[config.mk]
export PLATFORM = sky130hd
export DESIGN_NAME = sio_shifter
export DESIGN_NICKNAME = d
export VERILOG_FILES = /design/src/hw/sio_pkg.sv /design/src/hw/sio_edge.sv /design/src/hw/sio_shifter.sv
export SDC_FILE = /design/constraint.sdc
export NUM_CORES = 1
export LEC_CHECK = 0
export ABC_CLOCK_PERIOD_IN_PS = 4000
export BUFFER_PORTS_ARGS = -buffer_cell sky130_fd_sc_hd__buf_2
export CORE_MARGIN = 3
export CORE_UTILIZATION = 45
export DETAILED_ROUTE_END_ITERATION = 10
export GPL_TIMING_DRIVEN = 1
export MAX_ROUTING_LAYER = met4
export SYNTH_ARGS = -nofsm -noshare
export SYNTH_HDL_FRONTEND = slang
export SYNTH_SLANG_ARGS = --single-unit
[constraint.sdc]
create_clock -name clk -period 4 [get_ports clk]
set_input_delay 0.2 -clock clk [delete_from_list [all_inputs] [get_ports clk]]
set_output_delay 0.2 -clock clk [all_outputs]
set_load 0.01 [all_outputs]
[src/hw/sio_pkg.sv]
/*
 Constants for the clocked synchronous 8-bit serial shifter: register
 offsets, field positions, reset values, modes and timing counts.
 Assumes a 10 MHz system clock.
*/
package sio_pkg;
    // ------------------------------------------------------------------
    // Register offsets
    // ------------------------------------------------------------------
    localparam logic [3:0] OFF_CTRL   = 4'h0;
    localparam logic [3:0] OFF_DATA   = 4'h1;
    localparam logic [3:0] OFF_STATUS = 4'h2;

    // ------------------------------------------------------------------
    // Control register fields
    // ------------------------------------------------------------------
    localparam int CTRL_SCK_LSB = 0;
    localparam int CTRL_MODE_LSB = 4;
    localparam int CTRL_INH_BIT = 6;
    localparam int CTRL_START_BIT = 7;
    localparam logic [7:0] CTRL_RESET = 8'h47;

    // ------------------------------------------------------------------
    // Status register fields
    // ------------------------------------------------------------------
    localparam int STAT_SHIFT_BIT = 2;
    localparam int STAT_ACTIVE_BIT = 3;
    localparam int STAT_BUF_FULL_BIT = 4;
    localparam int STAT_BUF_EMPTY_BIT = 5;

    // ------------------------------------------------------------------
    // Clock source and transfer modes
    // ------------------------------------------------------------------
    localparam logic [2:0] SCK_EXTERNAL = 3'h7;

    typedef enum logic [1:0] {
        MODE_TX   = 2'b00,
        MODE_RSVD = 2'b01,
        MODE_TXRX = 2'b10,
        MODE_RX   = 2'b11
    } mode_t;

    typedef enum logic [1:0] {
        ST_IDLE  = 2'b00,
        ST_SHIFT = 2'b01,
        ST_WAIT  = 2'b10,
        ST_DONE  = 2'b11
    } state_t;

    // ------------------------------------------------------------------
    // Timing
    // ------------------------------------------------------------------
    localparam int CLK_HZ = 10000000;
    localparam int BITS_PER_BYTE = 8;
    localparam logic [2:0] LAST_BIT = 3'h7;
    // Half period of the fastest internal serial clock, in system cycles
    localparam int HALF_BASE = 1;
    localparam int DIV_W = 8;
endpackage

[src/hw/sio_edge.sv]
/*
 Two-flop synchroniser with edge detection for the serial clock pin.
 Assumes the pin is asynchronous to clk.
*/
`timescale 1ns/1ns
module sio_edge (
    input  wire logic clk,
    input  wire logic rstn,
    input  wire logic ce,
    input  wire logic pin,
    output logic      level,
    output logic      rise,
    output logic      fall
);
    logic [2:0] sync_q;
    logic [2:0] sync_d;

    always_comb begin
        sync_d = ce ? {sync_q[1:0], pin} : sync_q;
    end

    always_ff @(posedge clk or negedge rstn) begin
        if (!rstn) begin
            sync_q <= 3'h7;
        end else begin
            sync_q <= sync_d;
        end
    end

    assign level = sync_q[1];
    assign rise  = sync_q[1] & ~sync_q[2];
    assign fall  = ~sync_q[1] & sync_q[2];
endmodule // sio_edge

[src/hw/sio_shifter.sv]
/*
 Clocked synchronous 8-bit serial shifter with control, data buffer and
 status registers on a plain strobe port. Assumes one system clock, and
 an external peripheral that keeps the pin timing of the serial clock.
*/
// Our own choices: the address map and the address-and-strobe port.
`timescale 1ns/1ns
// How it works
// - Clock source 111 takes the shift clock from the pin as input.
// - Outgoing bits change on the leading edge, incoming sampled on trailing.
// - Leading edge is the pin falling, trailing edge the pin rising.
// - Mode field picks transmit, receive or transmit/receive.
// - Start moves the buffer to the shifter, sent LSB first.
// - Buffer to shifter load marks buffer empty; it raises the interrupt in transmit-only mode, not in transmit/receive.
// - Internal clock transmit: stall clock after 8 bits until a new write.
// - Data out holds the last bit until the next falling clock edge.
// - Start cleared: finish pending data, then clear the active flag.
// - Inhibit stops transmission at once and clears the active flag.
// - Receive LSB first; after 8 bits copy to buffer, raise full interrupt.
// - Internal clock receive: stall the clock until the buffer is read.
// - External clock receive: unread buffer makes later data be dropped.
// - Start cleared in receive: only whole bytes land, then flag clears.
// - Inhibit in receive stops at once, clears flag, buffer invalid.
// - Changing the mode discards the buffer.
// - Internal clock full duplex: hold clock until read and write both done.
// - Internal clock offers seven rates, driven out on the clock pin.
module sio_shifter
    import sio_pkg::*;
(
    input  wire logic       clk,
    input  wire logic       rstn,
    input  wire logic       ce,
    input  wire logic [3:0] addr,
    input  wire logic [7:0] wdata,
    input  wire logic       wr,
    input  wire logic       rd,
    output logic      [7:0] rdata,
    input  wire logic       sck_in,
    output logic            sck_out,
    output logic            sck_oe,
    input  wire logic       sdi,
    output logic            sdo,
    output logic            serial_irq
);
    import sio_pkg::*;

    // ------------------------------------------------------------------
    // Pin synchronisers
    // ------------------------------------------------------------------
    logic ext_rise, ext_fall;
    logic [1:0] sdi_q;
    logic [1:0] sdi_d;

    sio_edge u_sck (
        .clk   (clk),
        .rstn  (rstn),
        .ce    (ce),
        .pin   (sck_in),
        .level (),
        .rise  (ext_rise),
        .fall  (ext_fall)
    );

    always_comb begin
        sdi_d = ce ? {sdi_q[0], sdi} : sdi_q;
    end

    always_ff @(posedge clk or negedge rstn) begin
        if (!rstn) begin
            sdi_q <= 2'h0;
        end else begin
            sdi_q <= sdi_d;
        end
    end

    // ------------------------------------------------------------------
    // Registers and shifter state
    // ------------------------------------------------------------------
    logic [7:0] ctrl_q, ctrl_d;
    logic [7:0] buf_q, buf_d;
    logic [7:0] shreg_q, shreg_d;
    logic [2:0] cnt_q, cnt_d;
    logic       full_q, full_d;
    logic       empty_q, empty_d;
    logic       active_q, active_d;
    logic       drop_q, drop_d;
    logic       sdo_q, sdo_d;
    logic       isck_q, isck_d;
    logic       irq_q, irq_d;
    logic [DIV_W-1:0] div_q, div_d;
    logic [7:0] rdata_q, rdata_d;
    state_t     st_q, st_d;

    logic [2:0] sck_sel;
    mode_t      mode;
    logic       start, inhibit, ext_clk;
    logic       do_tx, do_rx;
    logic       lead, trail;
    logic       wr_ctrl, wr_data, rd_data, rd_any;
    logic [DIV_W-1:0] half;
    logic [7:0] status;
    logic [7:0] in_byte;

    assign sck_sel = ctrl_q[CTRL_SCK_LSB +: 3];
    assign mode    = mode_t'(ctrl_q[CTRL_MODE_LSB +: 2]);
    assign start   = ctrl_q[CTRL_START_BIT];
    assign inhibit = ctrl_q[CTRL_INH_BIT];
    assign ext_clk = (sck_sel == SCK_EXTERNAL);
    assign do_tx   = (mode == MODE_TX) || (mode == MODE_TXRX);
    assign do_rx   = (mode == MODE_RX) || (mode == MODE_TXRX);
    assign wr_ctrl = wr && (addr == OFF_CTRL);
    assign wr_data = wr && (addr == OFF_DATA);
    assign rd_data = rd && (addr == OFF_DATA);
    assign rd_any  = rd;
    // Seven internal rates: half period doubles with each select step
    assign half    = DIV_W'(HALF_BASE) << sck_sel;
    assign in_byte = {sdi_q[1], shreg_q[7:1]};

    // Leading edge is a falling clock, trailing edge a rising clock
    assign lead  = ext_clk ? ext_fall : (isck_q && div_q == '0 && st_q == ST_SHIFT);
    assign trail = ext_clk ? ext_rise : (!isck_q && div_q == '0 && st_q == ST_SHIFT);

    assign status = {2'b00, empty_q, full_q, active_q, (st_q == ST_SHIFT), 2'b00};

    // ------------------------------------------------------------------
    // Next-state logic
    // ------------------------------------------------------------------
    always_comb begin
        ctrl_d   = ctrl_q;
        buf_d    = buf_q;
        shreg_d  = shreg_q;
        cnt_d    = cnt_q;
        full_d   = full_q;
        empty_d  = empty_q;
        active_d = active_q;
        drop_d   = drop_q;
        sdo_d    = sdo_q;
        isck_d   = isck_q;
        irq_d    = 1'b0;
        div_d    = div_q;
        st_d     = st_q;
        rdata_d  = rdata_q;

        // Software side of the buffer
        if (wr_ctrl) begin
            ctrl_d = wdata;
            if (wdata[CTRL_MODE_LSB +: 2] != ctrl_q[CTRL_MODE_LSB +: 2]) begin
                buf_d   = 8'h00;
                full_d  = 1'b0;
                empty_d = 1'b1;
            end
        end
        if (wr_data) begin
            buf_d   = wdata;
            empty_d = 1'b0;
        end
        if (rd_data) begin
            full_d = 1'b0;
            drop_d = 1'b0;
        end
        case (addr)
            OFF_CTRL:   rdata_d = ctrl_q;
            OFF_DATA:   rdata_d = buf_q;
            OFF_STATUS: rdata_d = status;
            default:    rdata_d = 8'h00;
        endcase
        if (!rd_any) begin
            rdata_d = 8'h00;
        end

        // Internal clock divider
        if (!ext_clk && st_q == ST_SHIFT) begin
            if (div_q == '0) begin
                div_d  = half - DIV_W'(1);
                isck_d = ~isck_q;
            end else begin
                div_d = div_q - DIV_W'(1);
            end
        end else begin
            isck_d = 1'b1;
            div_d  = '0;
        end

        case (st_q)
            ST_IDLE: begin
                if (start && !inhibit && ctrl_q[CTRL_MODE_LSB +: 2] != MODE_RSVD) begin
                    active_d = 1'b1;
                    cnt_d    = 3'h0;
                    st_d     = ST_SHIFT;
                    if (do_tx) begin
                        shreg_d = buf_q;
                        empty_d = 1'b1;
                        irq_d   = (mode == MODE_TX);
                    end
                end
            end
            ST_SHIFT: begin
                if (lead && do_tx) begin
                    sdo_d   = shreg_q[0];
                end
                if (trail) begin
                    shreg_d = in_byte;
                    cnt_d   = cnt_q + 3'h1;
                    if (cnt_q == LAST_BIT) begin
                        if (do_rx) begin
                            if (!drop_q && !full_q) begin
                                buf_d  = in_byte;
                                full_d = 1'b1;
                                irq_d  = 1'b1;
                            end else begin
                                drop_d = 1'b1;
                            end
                        end
                        if (!start) begin
                            st_d = ST_DONE;
                        end else if (!ext_clk) begin
                            st_d = ST_WAIT;
                        end else if (do_tx) begin
                            // Unrefilled buffer shifts out again as a dummy
                            shreg_d = buf_q;
                            empty_d = 1'b1;
                            irq_d   = (mode == MODE_TX);
                        end
                    end
                end
            end
            ST_WAIT: begin
                if (!start) begin
                    st_d = ST_DONE;
                end else if ((!do_tx || !empty_q) && (!do_rx || !full_q)) begin
                    st_d = ST_SHIFT;
                    if (do_tx) begin
                        shreg_d = buf_q;
                        empty_d = 1'b1;
                        irq_d   = (mode == MODE_TX);
                    end
                end
            end
            ST_DONE: begin
                active_d = 1'b0;
                st_d     = ST_IDLE;
            end
            default: st_d = ST_IDLE;
        endcase

        // Inhibit aborts at once; received data is invalid
        if (inhibit && st_q != ST_IDLE) begin
            st_d     = ST_IDLE;
            active_d = 1'b0;
            full_d   = 1'b0;
            drop_d   = 1'b0;
        end
    end

    // ------------------------------------------------------------------
    // State registers
    // ------------------------------------------------------------------
    always_ff @(posedge clk or negedge rstn) begin
        if (!rstn) begin
            ctrl_q   <= CTRL_RESET;
            buf_q    <= 8'h00;
            shreg_q  <= 8'h00;
            cnt_q    <= 3'h0;
            full_q   <= 1'b0;
            empty_q  <= 1'b1;
            active_q <= 1'b0;
            drop_q   <= 1'b0;
            sdo_q    <= 1'b1;
            isck_q   <= 1'b1;
            irq_q    <= 1'b0;
            div_q    <= '0;
            st_q     <= ST_IDLE;
            rdata_q  <= 8'h00;
        end else if (ce) begin
            ctrl_q   <= ctrl_d;
            buf_q    <= buf_d;
            shreg_q  <= shreg_d;
            cnt_q    <= cnt_d;
            full_q   <= full_d;
            empty_q  <= empty_d;
            active_q <= active_d;
            drop_q   <= drop_d;
            sdo_q    <= sdo_d;
            isck_q   <= isck_d;
            irq_q    <= irq_d;
            div_q    <= div_d;
            st_q     <= st_d;
            rdata_q  <= rdata_d;
        end
    end

    // ------------------------------------------------------------------
    // Outputs
    // ------------------------------------------------------------------
    assign rdata      = rdata_q;
    assign sdo        = sdo_q;
    assign sck_out    = isck_q;
    assign sck_oe     = !ext_clk;
    assign serial_irq = irq_q;
endmodule // sio_shifter

* After elaboration in Yosys (flattened, before gate mapping)
Index checks and enable logic that the tools add are counted.
Widths: inputs -> output; s select.
** Storage, ports and cells
- Flip-flop bits (word level) :: 57
- Input bits :: 19
- RAM bits :: 0
- Bits in read-only memories :: 0
- Memories :: 0
- Bits in latches :: 0
- Output and inout port bits :: 12
** Cells by class
- Shifts and indexed selects :: 1
- Add/sub/neg operators :: 3
- Order comparisons :: 0
- Reduce and logical (&&, ||, !) cells :: 41
- Div/mod/pow operators :: 0
- Equality and inequality tests :: 21
- Muxes and demuxes :: 81
- Bitwise operators :: 5
- $mul :: 0
** Operators with widths (count)
- $mux 8 :: 20
- $pmux 8 s3 :: 2
- $mux 1 :: 44
- $mux 2 :: 8
- $sub 8x1->8 const B :: 2
- $logic_and 1x1->1 :: 14
- $reduce_and 6->1 :: 2
- $ne 2x2->1 const B :: 5
- $eq 2x2->1 const B :: 4
- $logic_not 1->1 :: 8
- $logic_not 8->1 :: 1
- $pmux 2 s4 :: 1
- $shl 1x3->8 const A :: 1
- $eq 3x3->1 const B :: 2
- $mux 3 :: 2
- $pmux 1 s3 :: 2
- $pmux 3 s2 :: 1
- $reduce_and 3->1 :: 2
- $reduce_bool 3->1 :: 2
- $eq 4x1->1 const B :: 1
- $eq 4x2->1 const B :: 1
- $logic_not 2->1 :: 2
- $logic_not 4->1 :: 1
- $logic_or 1x1->1 :: 4
- 15 further kinds :: 20

* Depth between registers and ports, before layout
Gate-level depths: netlist of run 1.
- Word-level depth :: 10
- Depth in mapped cells :: 9

* By module
From an unflattened synthesis of run 1, not the netlist that was laid out.
** Unflattened totals
- Cells, all modules :: 300
- Area, all modules :: 3149.3 um2
** Modules (own cells, without submodules)
- sio_shifter :: times used 1, area an instance 3024.2 um2, seq. area each 1360.1 um2, cells each 292
- sio_edge :: times used 1, area an instance 125.1 um2, seq. area each 78.8 um2, cells each 8

* Worst setup path after synthesis of run 1
OpenSTA, ideal clock, no wires.
- Path type :: flip-flop to flip-flop
- Start point :: register div_q[4]
- End point :: register buf_q[0]
- Buffers on the path :: 3
- Cell stages (with the launch flop) :: 9
- Required time :: 3874 ps
- Slack :: 1555 ps
- Arrival time :: 2319 ps
- Library setup time :: 126 ps
- Cell sequence :: dfrtp_1 -> or4_1 -> buf_2 -> or4_4 -> buf_6 -> a211oi_4 -> buf_6 -> nor3b_1 -> a221o_1
** Between the ends
- Word-level cells in the longest chain between the ends :: 6
** Ends and longest elaborated chain
- start, declared :: line sio_shifter.sv:90 : logic [DIV_W-1:0] div_q, div_d;
- start signal, assigned :: line sio_shifter.sv:286 : div_q <= div_d;
- $logic_not 8->1 :: line sio_shifter.sv:121 : assign trail = ext_clk ? ext_rise : (!isck_q && div_q == '0 && st_q == ST_SHIFT);
- $logic_and 1x1->1 (2 in series) :: line sio_shifter.sv:121
- $mux 1 :: line sio_shifter.sv:121
- $mux 8 :: line sio_shifter.sv:201 : if (trail) begin
- $mux 8 :: line sio_shifter.sv:184 : case (st_q)
- end signal, assigned :: line sio_shifter.sv:276 : buf_q <= buf_d;
- end, declared :: line sio_shifter.sv:80 : logic [7:0] buf_q, buf_d;
Every way passes these cells.
A chain may end at the register's enable or synchronous reset.

* Worst setup path after layout of run 1
- Start point :: register div_q[4]
- End point :: register buf_q[4]
The elaborated chain is that of the path after synthesis.

==> flow_summary_export.csv, run 1 <==
group,metric,value,unit
timing,period_minus_slack,2.84,ns
routing,wl_per_cell,19.0,um
synth,ys.flop_type,"sky130_fd_sc_hd__dfrtp_1",
timing,hold_viol_final,3,
run_status,outcome,"finished, violations left",
die,num_rows,29,
clock_tree,cts-resized-gates,0,
synth,netlist_instances,288,
clock_tree,post_cts_hold_buffer_count,0,
job,drv.max_cap_violation_count,0,
synth,synthSimpleGateAreaFrac,14.0,%
place,gp_congestion,0.870,
synth,synth.yosys.seq_area_share,46.3,%
pwr,p_per_cell_area,609,mW/mm2
synth,mappedNetlistNets,310,
synth,synth-seq-cells,57,
die,floorplan.die_area,0.00795,mm2
critical_path,critical_path_capture_point_type,"register",
place,port-buffer-count,30,
routing,route.detailed.vias_per_inst,6.03,
clock_tree,clkLatencyLatePin,0.34,ns
synth,yosys.area_share.xor_xnor,0.563,%
clock_tree,cts.reportedPaths.clkPinSlew,0.07,ns
synth,ys.warnings.count,0,
synth,post_synth_fa_ha_maj_area_fraction,1.21,%
die,core,0.00653,mm2
pwr,leakage,1.58,nW
pwr,design_power_total,2.18,mW
synth,postSynthAreaPerCell,10.8,um2
clock_tree,cts_tree,"done",
synth,netlist-cell-type-count,53,
global_routing,global_route.overflow_total,0,
clock_tree,numCtsBuffers,9,
critical_path,crit_path_max_fanout,11,
global_routing,largest_net_degree_at_the_start_of_global_routing,58,
layout,number_of_fill_cells,571,
layout,seq_area,0.00144,mm2
routing,detailedRoute.firstIterationViolations,106,
timing,setup_repair_after_global_routing_missed_its_margin,"no",
critical_path,nature_of_the_critical_path_startpoint,"register",
layout,layout_cells_sized_above_1,30.1,%
global_routing,grt_first_pass_wirelength,12300,um
timing,worstMarginPinSlew,1.03,ns
place,hpwl_after_detailed_placement,5330,um
global_routing,via_count_of_the_first_global_routing_pass,2350,
synth,synth_top_family_by_area,"compound AO/OA/AOI/OAI gates",
die,chip_height,89.1,um
pwr,max_ir_drop_vdd,0.000388,V
clock_tree,clkSinkCount,57,
synth,compound_gate_fraction_of_synth_area,19.9,%
die,starting_density,47.6,%
synth,netlist_area,0.00311,mm2
run_status,failed_checks,"hold timing",
global_routing,track_usage,21.2,%
timing,drv_slew,0,
routing,wirelength,7600,um
die,io_pins,31,
timing,timing.max_slew.rel_slack,31.3,%
global_routing,antenna_found_initial,0,
timing,setup_viol,0,
clock_tree,ctsHtreeMaxLevel,3,
layout,multi_input_area,0.00157,mm2
synth,post_synth_mux_area_share,14.8,%
timing,max_freq,352,MHz
clock_tree,ctsRootBufferMaster,"sky130_fd_sc_hd__clkbuf_8",
critical_path,worst_ep_arrival_time,3.05,ns
synth,number_of_synthesized_flops_with_an_enable_pin,0,
hold_path,hold_path_class,"in2async",
timing,fin_worst_hold_slack,-0.0123,ns
routing,detailroute.via_count,2406,
routing,detail_route.first_pass.iterations,4,
layout,final_nets,339,
clock_tree,clock_tree.buffer_depth,2,
timing,fin_setup_tns,0,ns
routing,post-route-drc-count,0,
die,die_w,89.1,um
timing,clock-skew-final,0.00921,ns
timing,final_min_period_over_clock_period,71.1,%
critical_path,setup.worst_path.class,"reg2reg",
layout,area_growth,15.2,%
critical_path,worst-endpoint-required,4.21,ns
clock_tree,cts_setup_buffers,0,
layout,num_antenna_cells,0,
synth,synth-async-reset-ratio,100,%
routing,drtAntennaViolNets,0,
## worst max-delay path, cell delays in order (launching register included)
cell	delay, ns
sky130_fd_sc_hd__dfrtp_1	0.43
sky130_fd_sc_hd__or4_1	0.64
sky130_fd_sc_hd__or4_4	0.61
sky130_fd_sc_hd__a211oi_4	0.48
sky130_fd_sc_hd__nor2_1	0.22
sky130_fd_sc_hd__a221o_1	0.33
## state kept, by name, summed over array words and instances, names as in the netlist
signal	count
active_q	1
buf_q	8
cnt_q	3
ctrl_q	8
div_q	8
drop_q	1
empty_q	1
full_q	1
rdata	8
sck_out	1
sdi_q	2
sdo	1
serial_irq	1
shreg_q	8
st_q	2
u_sck.sync_q	3
## cell usage in the layout, fill, tap and decap left out, types with 3 or more instances in the layout
master	count
sky130_fd_sc_hd__a211oi_1	3
sky130_fd_sc_hd__a21oi_1	12
sky130_fd_sc_hd__a221o_1	8
sky130_fd_sc_hd__a22o_1	5
sky130_fd_sc_hd__a31oi_1	5
sky130_fd_sc_hd__buf_2	30
sky130_fd_sc_hd__buf_4	3
sky130_fd_sc_hd__bufinv_16	4
sky130_fd_sc_hd__clkbuf_8	11
sky130_fd_sc_hd__dfrtp_1	47
sky130_fd_sc_hd__dfstp_2	10
sky130_fd_sc_hd__ha_1	3
sky130_fd_sc_hd__inv_1	7
sky130_fd_sc_hd__mux2_2	32
sky130_fd_sc_hd__mux2i_1	10
sky130_fd_sc_hd__nand2_1	17
sky130_fd_sc_hd__nand2b_1	4
sky130_fd_sc_hd__nand3_1	7
sky130_fd_sc_hd__nor2_1	15
sky130_fd_sc_hd__nor2b_1	6
sky130_fd_sc_hd__nor3_1	5
sky130_fd_sc_hd__nor3b_1	10
sky130_fd_sc_hd__o21a_1	3
sky130_fd_sc_hd__o21ai_0	14
sky130_fd_sc_hd__o2bb2ai_1	11
sky130_fd_sc_hd__or3_1	4
## power breakdown
part           switching, mW  internal, mW
combinational          0.294         0.276
sequential             0.146         0.717
clock                  0.240         0.510
total                  0.679          1.50
## stage by stage
step	std cells	hold WS [ns]	util, %	worst slack [ns]	instance area, um2
finish	399	-0.0123	54.9	1.16	3580
global route	399	0.0392	54.9	0.993	3580
detailed placement	383	0.392	50.6	1.17	3310
global placement	383	0.392	50.6	1.22	3310
floorplan	288	-0.0956	-	1.56	3110
CTS	399	0.0276	54.9	1.15	3580
## cell usage after synthesis (2+ instances only)
| cell | n | area [um2] |
|---|---|---|
| sky130_fd_sc_hd__a211oi_1 | 3 | 22.5 |
| sky130_fd_sc_hd__a21oi_1 | 12 | 60.1 |
| sky130_fd_sc_hd__a221o_1 | 8 | 80.1 |
| sky130_fd_sc_hd__a22o_1 | 5 | 43.8 |
| sky130_fd_sc_hd__a31oi_1 | 5 | 31.3 |
| sky130_fd_sc_hd__buf_6 | 2 | 22.5 |
| sky130_fd_sc_hd__clkbuf_1 | 11 | 41.3 |
| sky130_fd_sc_hd__dfrtp_1 | 47 | 1180 |
| sky130_fd_sc_hd__dfstp_2 | 10 | 263 |
| sky130_fd_sc_hd__ha_1 | 3 | 37.5 |
| sky130_fd_sc_hd__inv_1 | 7 | 26.3 |
| sky130_fd_sc_hd__mux2_2 | 32 | 360 |
| sky130_fd_sc_hd__mux2i_1 | 10 | 100 |
| sky130_fd_sc_hd__nand2_1 | 17 | 63.8 |
| sky130_fd_sc_hd__nand2b_1 | 4 | 25.0 |
| sky130_fd_sc_hd__nand3_1 | 7 | 35.0 |
| sky130_fd_sc_hd__nand4_1 | 2 | 12.5 |
| sky130_fd_sc_hd__nor2_1 | 15 | 56.3 |
| sky130_fd_sc_hd__nor2b_1 | 6 | 37.5 |
| sky130_fd_sc_hd__nor3_1 | 5 | 25.0 |
| sky130_fd_sc_hd__nor3b_1 | 10 | 75.1 |
| sky130_fd_sc_hd__nor4_1 | 2 | 12.5 |
| sky130_fd_sc_hd__o2111ai_1 | 2 | 17.5 |
| sky130_fd_sc_hd__o21a_1 | 3 | 22.5 |
| sky130_fd_sc_hd__o21ai_0 | 14 | 70.1 |
| sky130_fd_sc_hd__o21bai_1 | 2 | 15.0 |
| sky130_fd_sc_hd__o2bb2ai_1 | 11 | 96.3 |
| sky130_fd_sc_hd__o311a_1 | 2 | 20.0 |
| sky130_fd_sc_hd__o31ai_1 | 2 | 15.0 |
| sky130_fd_sc_hd__or3_1 | 4 | 25.0 |
| sky130_fd_sc_hd__or4_1 | 2 | 15.0 |
| sky130_fd_sc_hd__xor2_1 | 2 | 17.5 |
## final cells by class
cell class / instances / area share (%)
Timing Repair Buffer: 33 / 4.82
Tap cell: 77 / 2.69
Inverter: 8 / 0.838
Multi-Input combinational cell: 208 / 43.8
Clock buffer: 11 / 4.22
Sequential cell: 57 / 40.2
Clock inverter: 5 / 3.49
## kinds of logic (layout without fill, tap and decap cells)
group	after synthesis	in the layout
buffers and inverters	23	57
adder cells (fa/ha/maj)	3	3
AO/OA/AOI/OAI	81	81
flip-flops	57	57
XOR/XNOR	2	2
multiplexers	42	42
AND/OR/NAND/NOR	80	80
## layer usage
| layer | global-route usage [%] | share of wire (%) | up-vias |
|---|---|---|---|
| met5 | - | 0 | - |
| met4 | 6.09 | 1.8 | 0 |
| met3 | 6.08 | 4.9 | 11 |
| met2 | 31.3 | 47 | 55 |
| met1 | 28.4 | 46 | 1191 |
| li1 | - | - | 1149 |
## final timing paths
path / from / to / slack [ns] / depth (start not counted)
worst max register to register: div_q[4] / buf_q[4] / 1.16 / 5
worst min-delay path: rstn / div_q[3] / -0.01 / 2
min in group clk: sck_in / u_sck.sync_q[0] / 0.10 / 2
worst max-delay path: div_q[4] / buf_q[4] / 1.16 / 5
worst min register to register: rdata[5] / rdata[5] / 0.48 / 1
max in group asynchronous: rstn / buf_q[4] / 3.50 / 2
No activity file was read; power rests on OpenSTA's default activity.
==> inputs of run 2 (changes only) <==
ABC_CLOCK_PERIOD_IN_PS = 2500   (was 4000)
PLACE_DENSITY = 0.66   (was not set)
clock period = 2.5 ns   (was 4 ns; I/O delays follow)
==> run 2 against run 1 <==
Net effect: the flow now finishes without violations; die area unchanged; flip-flop and latch count unchanged; critical path depth unchanged; wire length up 4.9%; cell count up 6.0%; clock-buffer cell count up 4; first-iteration DRC count up 61%; sequential power up 51%; sequential share of layout area down 1.9 points; power up 58%; worst setup slack worse by 1.1 ns; register-to-register slack worse by 1.1 ns; largest cell class unchanged; largest power group unchanged; highest routed layer unchanged.
==> flow_summary_export.csv, run 2 (same netlist as run 1, synthesis figures left out) <==
group,metric,value,unit
run_status,outcome,"finished, final reports clean",
timing,hold_viol_final,0,
global_routing,via_count_of_the_first_global_routing_pass,2586,
routing,wirelength,7970,um
pwr,max_ir_drop_vdd,0.000420,V
global_routing,antenna_found_initial,0,
routing,drtAntennaViolNets,0,
timing,worstMarginPinSlew,1.12,ns
critical_path,crit_slowest_cell,"sky130_fd_sc_hd__a31oi_1",
timing,setup_viol,0,
timing,fin_setup_tns,0,ns
routing,detailroute.via_count,2602,
layout,final_area,0.00376,mm2
clock_tree,cts_tree,"done",
routing,post-route-drc-count,0,
routing,detail_route.first_pass.iterations,4,
die,starting_density,47.6,%
critical_path,nature_of_the_critical_path_startpoint,"register",
layout,top_library_cells_by_usage_in_the_layout_fill_and_taps_aside,"sky130_fd_sc_hd__dfrtp_1 (47), sky130_fd_sc_hd__mux2_2 (32), sky130_fd_sc_hd__buf_2 (30)",
routing,wl_per_cell,18.8,um
job,drv.max_cap_violation_count,0,
clock_tree,cts.reportedPaths.clkPinSlew,0.06,ns
timing,timing.max_slew.rel_slack,25.0,%
critical_path,worst_ep_arrival_time,2.68,ns
clock_tree,ctsHtreeMaxLevel,3,
die,die_w,89.1,um
global_routing,global_route.overflow_total,0,
routing,detailedRoute.firstIterationViolations,171,
pwr,power.internal,2.31,mW
place,dpl_cell_area,0.00346,mm2
critical_path,rr_worst_depth,5,
timing,final_min_period_over_clock_period,98.2,%
place,gp_congestion,0.862,
critical_path,crit_path_max_incr_delay,0.81,ns
pwr,p_sw_share,32.8,%
global_routing,largest_net_degree_at_the_start_of_global_routing,28,
critical_path,crit_path_max_fanout,8,
layout,number_of_fill_cells,582,
clock_tree,numCtsBuffers,9,
layout,finalCoreUtilization,57.6,%
hold_path,count_of_cells_along_the_worst_hold_path,2,
die,core,0.00653,mm2
pwr,p_per_cell_area,916,mW/mm2
global_routing,track_usage,22.4,%
clock_tree,clkSinkCount,57,
hold_path,hold_path_class,"in2reg",
die,floorplan.die_area,0.00795,mm2
die,num_rows,29,
routing,route.detailed.vias_per_inst,6.15,
clock_tree,ctsRootBufferMaster,"sky130_fd_sc_hd__clkbuf_8",
timing,fin_worst_hold_slack,0.0136,ns
layout,area_growth,20.9,%
pwr,comb_power_share,34.3,%
critical_path,timing.critical_path.cells,"ha_1 > ha_1 > a31oi_1 > mux2_2 > mux2_2",
layout,layout.cells.most_common,"sky130_fd_sc_hd__dfrtp_1",
timing,max_freq,407,MHz
place,pre_cts_ws,-0.0349,ns
critical_path,setup.worst_path.class,"reg2reg",
place,hpwl_after_detailed_placement,5710,um
place,port-buffer-count,30,
global_routing,grt_first_pass_wirelength,13100,um
pwr,net-switching-power,1.13,mW
critical_path,worst-endpoint-required,2.73,ns
pwr,pwr-share-clk,27.9,%
layout,num_antenna_cells,0,
die,chip_height,89.1,um
timing,drv_slew,0,
critical_path,critical_path_capture_point_type,"register",
timing,layout_setup_ws,0.0449,ns
pwr,leakage,1.68,nW
die,io_pins,31,
pwr,power.share.sequential,37.8,%
timing,period_minus_slack,2.46,ns
layout,final_nets,363,
layout,layout_cells_sized_above_1,36.1,%
clock_tree,clkLatencyLatePin,0.34,ns
clock_tree,clock_tree.buffer_depth,2,
timing,setup_repair_after_global_routing_missed_its_margin,"yes",
timing,clock-skew-final,0.00841,ns
## run 2: power groups by stage
stage / Combinational (mW) / Clock, mW / Sequential (mW)
after floorplan: 0.752 / 0 / 1.29
after global placement: 1.08 / 0 / 1.30
after detailed placement: 1.10 / 0 / 1.31
after CTS: 1.11 / 0.977 / 1.29
after global routing: 1.30 / 1.02 / 1.32
final: 1.18 / 0.963 / 1.30
## run 2: final cells by class
cell class	count	area, um2	share of cell area, %
inverter	8	30.0	0.798
clock buffer	15	196	5.22
sequential	57	1440	38.3
tap	77	96.3	2.56
timing repair buffer	57	372	9.88
multi-input combinational	208	1600	42.5
clock inverter	1	30.0	0.798
## run 2: layer usage
layer  GRT usage, %  part of all wire [%]  wire length (um)  vias up
met1           29.2                    45              3560     1294
met2           34.6                    49              3890       94
met5              -                     0                 0        -
li1               -                     -                 -     1201
met3           5.71                   5.0               395       13
met4           6.50                   1.5               116        0
## run 2: final timing paths
kind / start / to / slack, ns
hold / removal: sdi / sdi_q[0] / 0.01
setup / recovery: cnt_q[0] / shreg_q[0] / 0.04
hold reg to reg: rdata[5] / rdata[5] / 0.48
setup reg to reg: cnt_q[0] / shreg_q[0] / 0.04
min in group asynchronous: rstn / div_q[2] / 0.27
max in group asynchronous: rstn / ctrl_q[6] / 1.48
## run 2: per-stage QoR
step / std cells / power, mW
after floorplan: 288 / 2.05
after global placement: 402 / 2.38
after detailed placement: 402 / 2.40
after CTS: 419 / 3.38
after global routing: 423 / 3.65
final: 423 / 3.44
## run 2: what timing repair did
| action | 4_1_cts | 5_1_grt |
|---|---|---|
| setup endpoints to repair | 1 | 10 |
| setup buffers | 0 | 4 |
| hold buffers | 1 | 0 |
| hold endpoints to repair | 17 | 0 |
| pin swaps | 0 | 3 |
| gates resized for setup | 1 | 7 |
## run 2: critical path, delay by kind of cell (launching register included)
kind | cells | cell delay, ns
adder cells (fa/ha/maj) | 2 | 0.44
flip-flops | 1 | 0.39
multiplexers | 2 | 0.70
AO/OA/AOI/OAI | 1 | 0.81
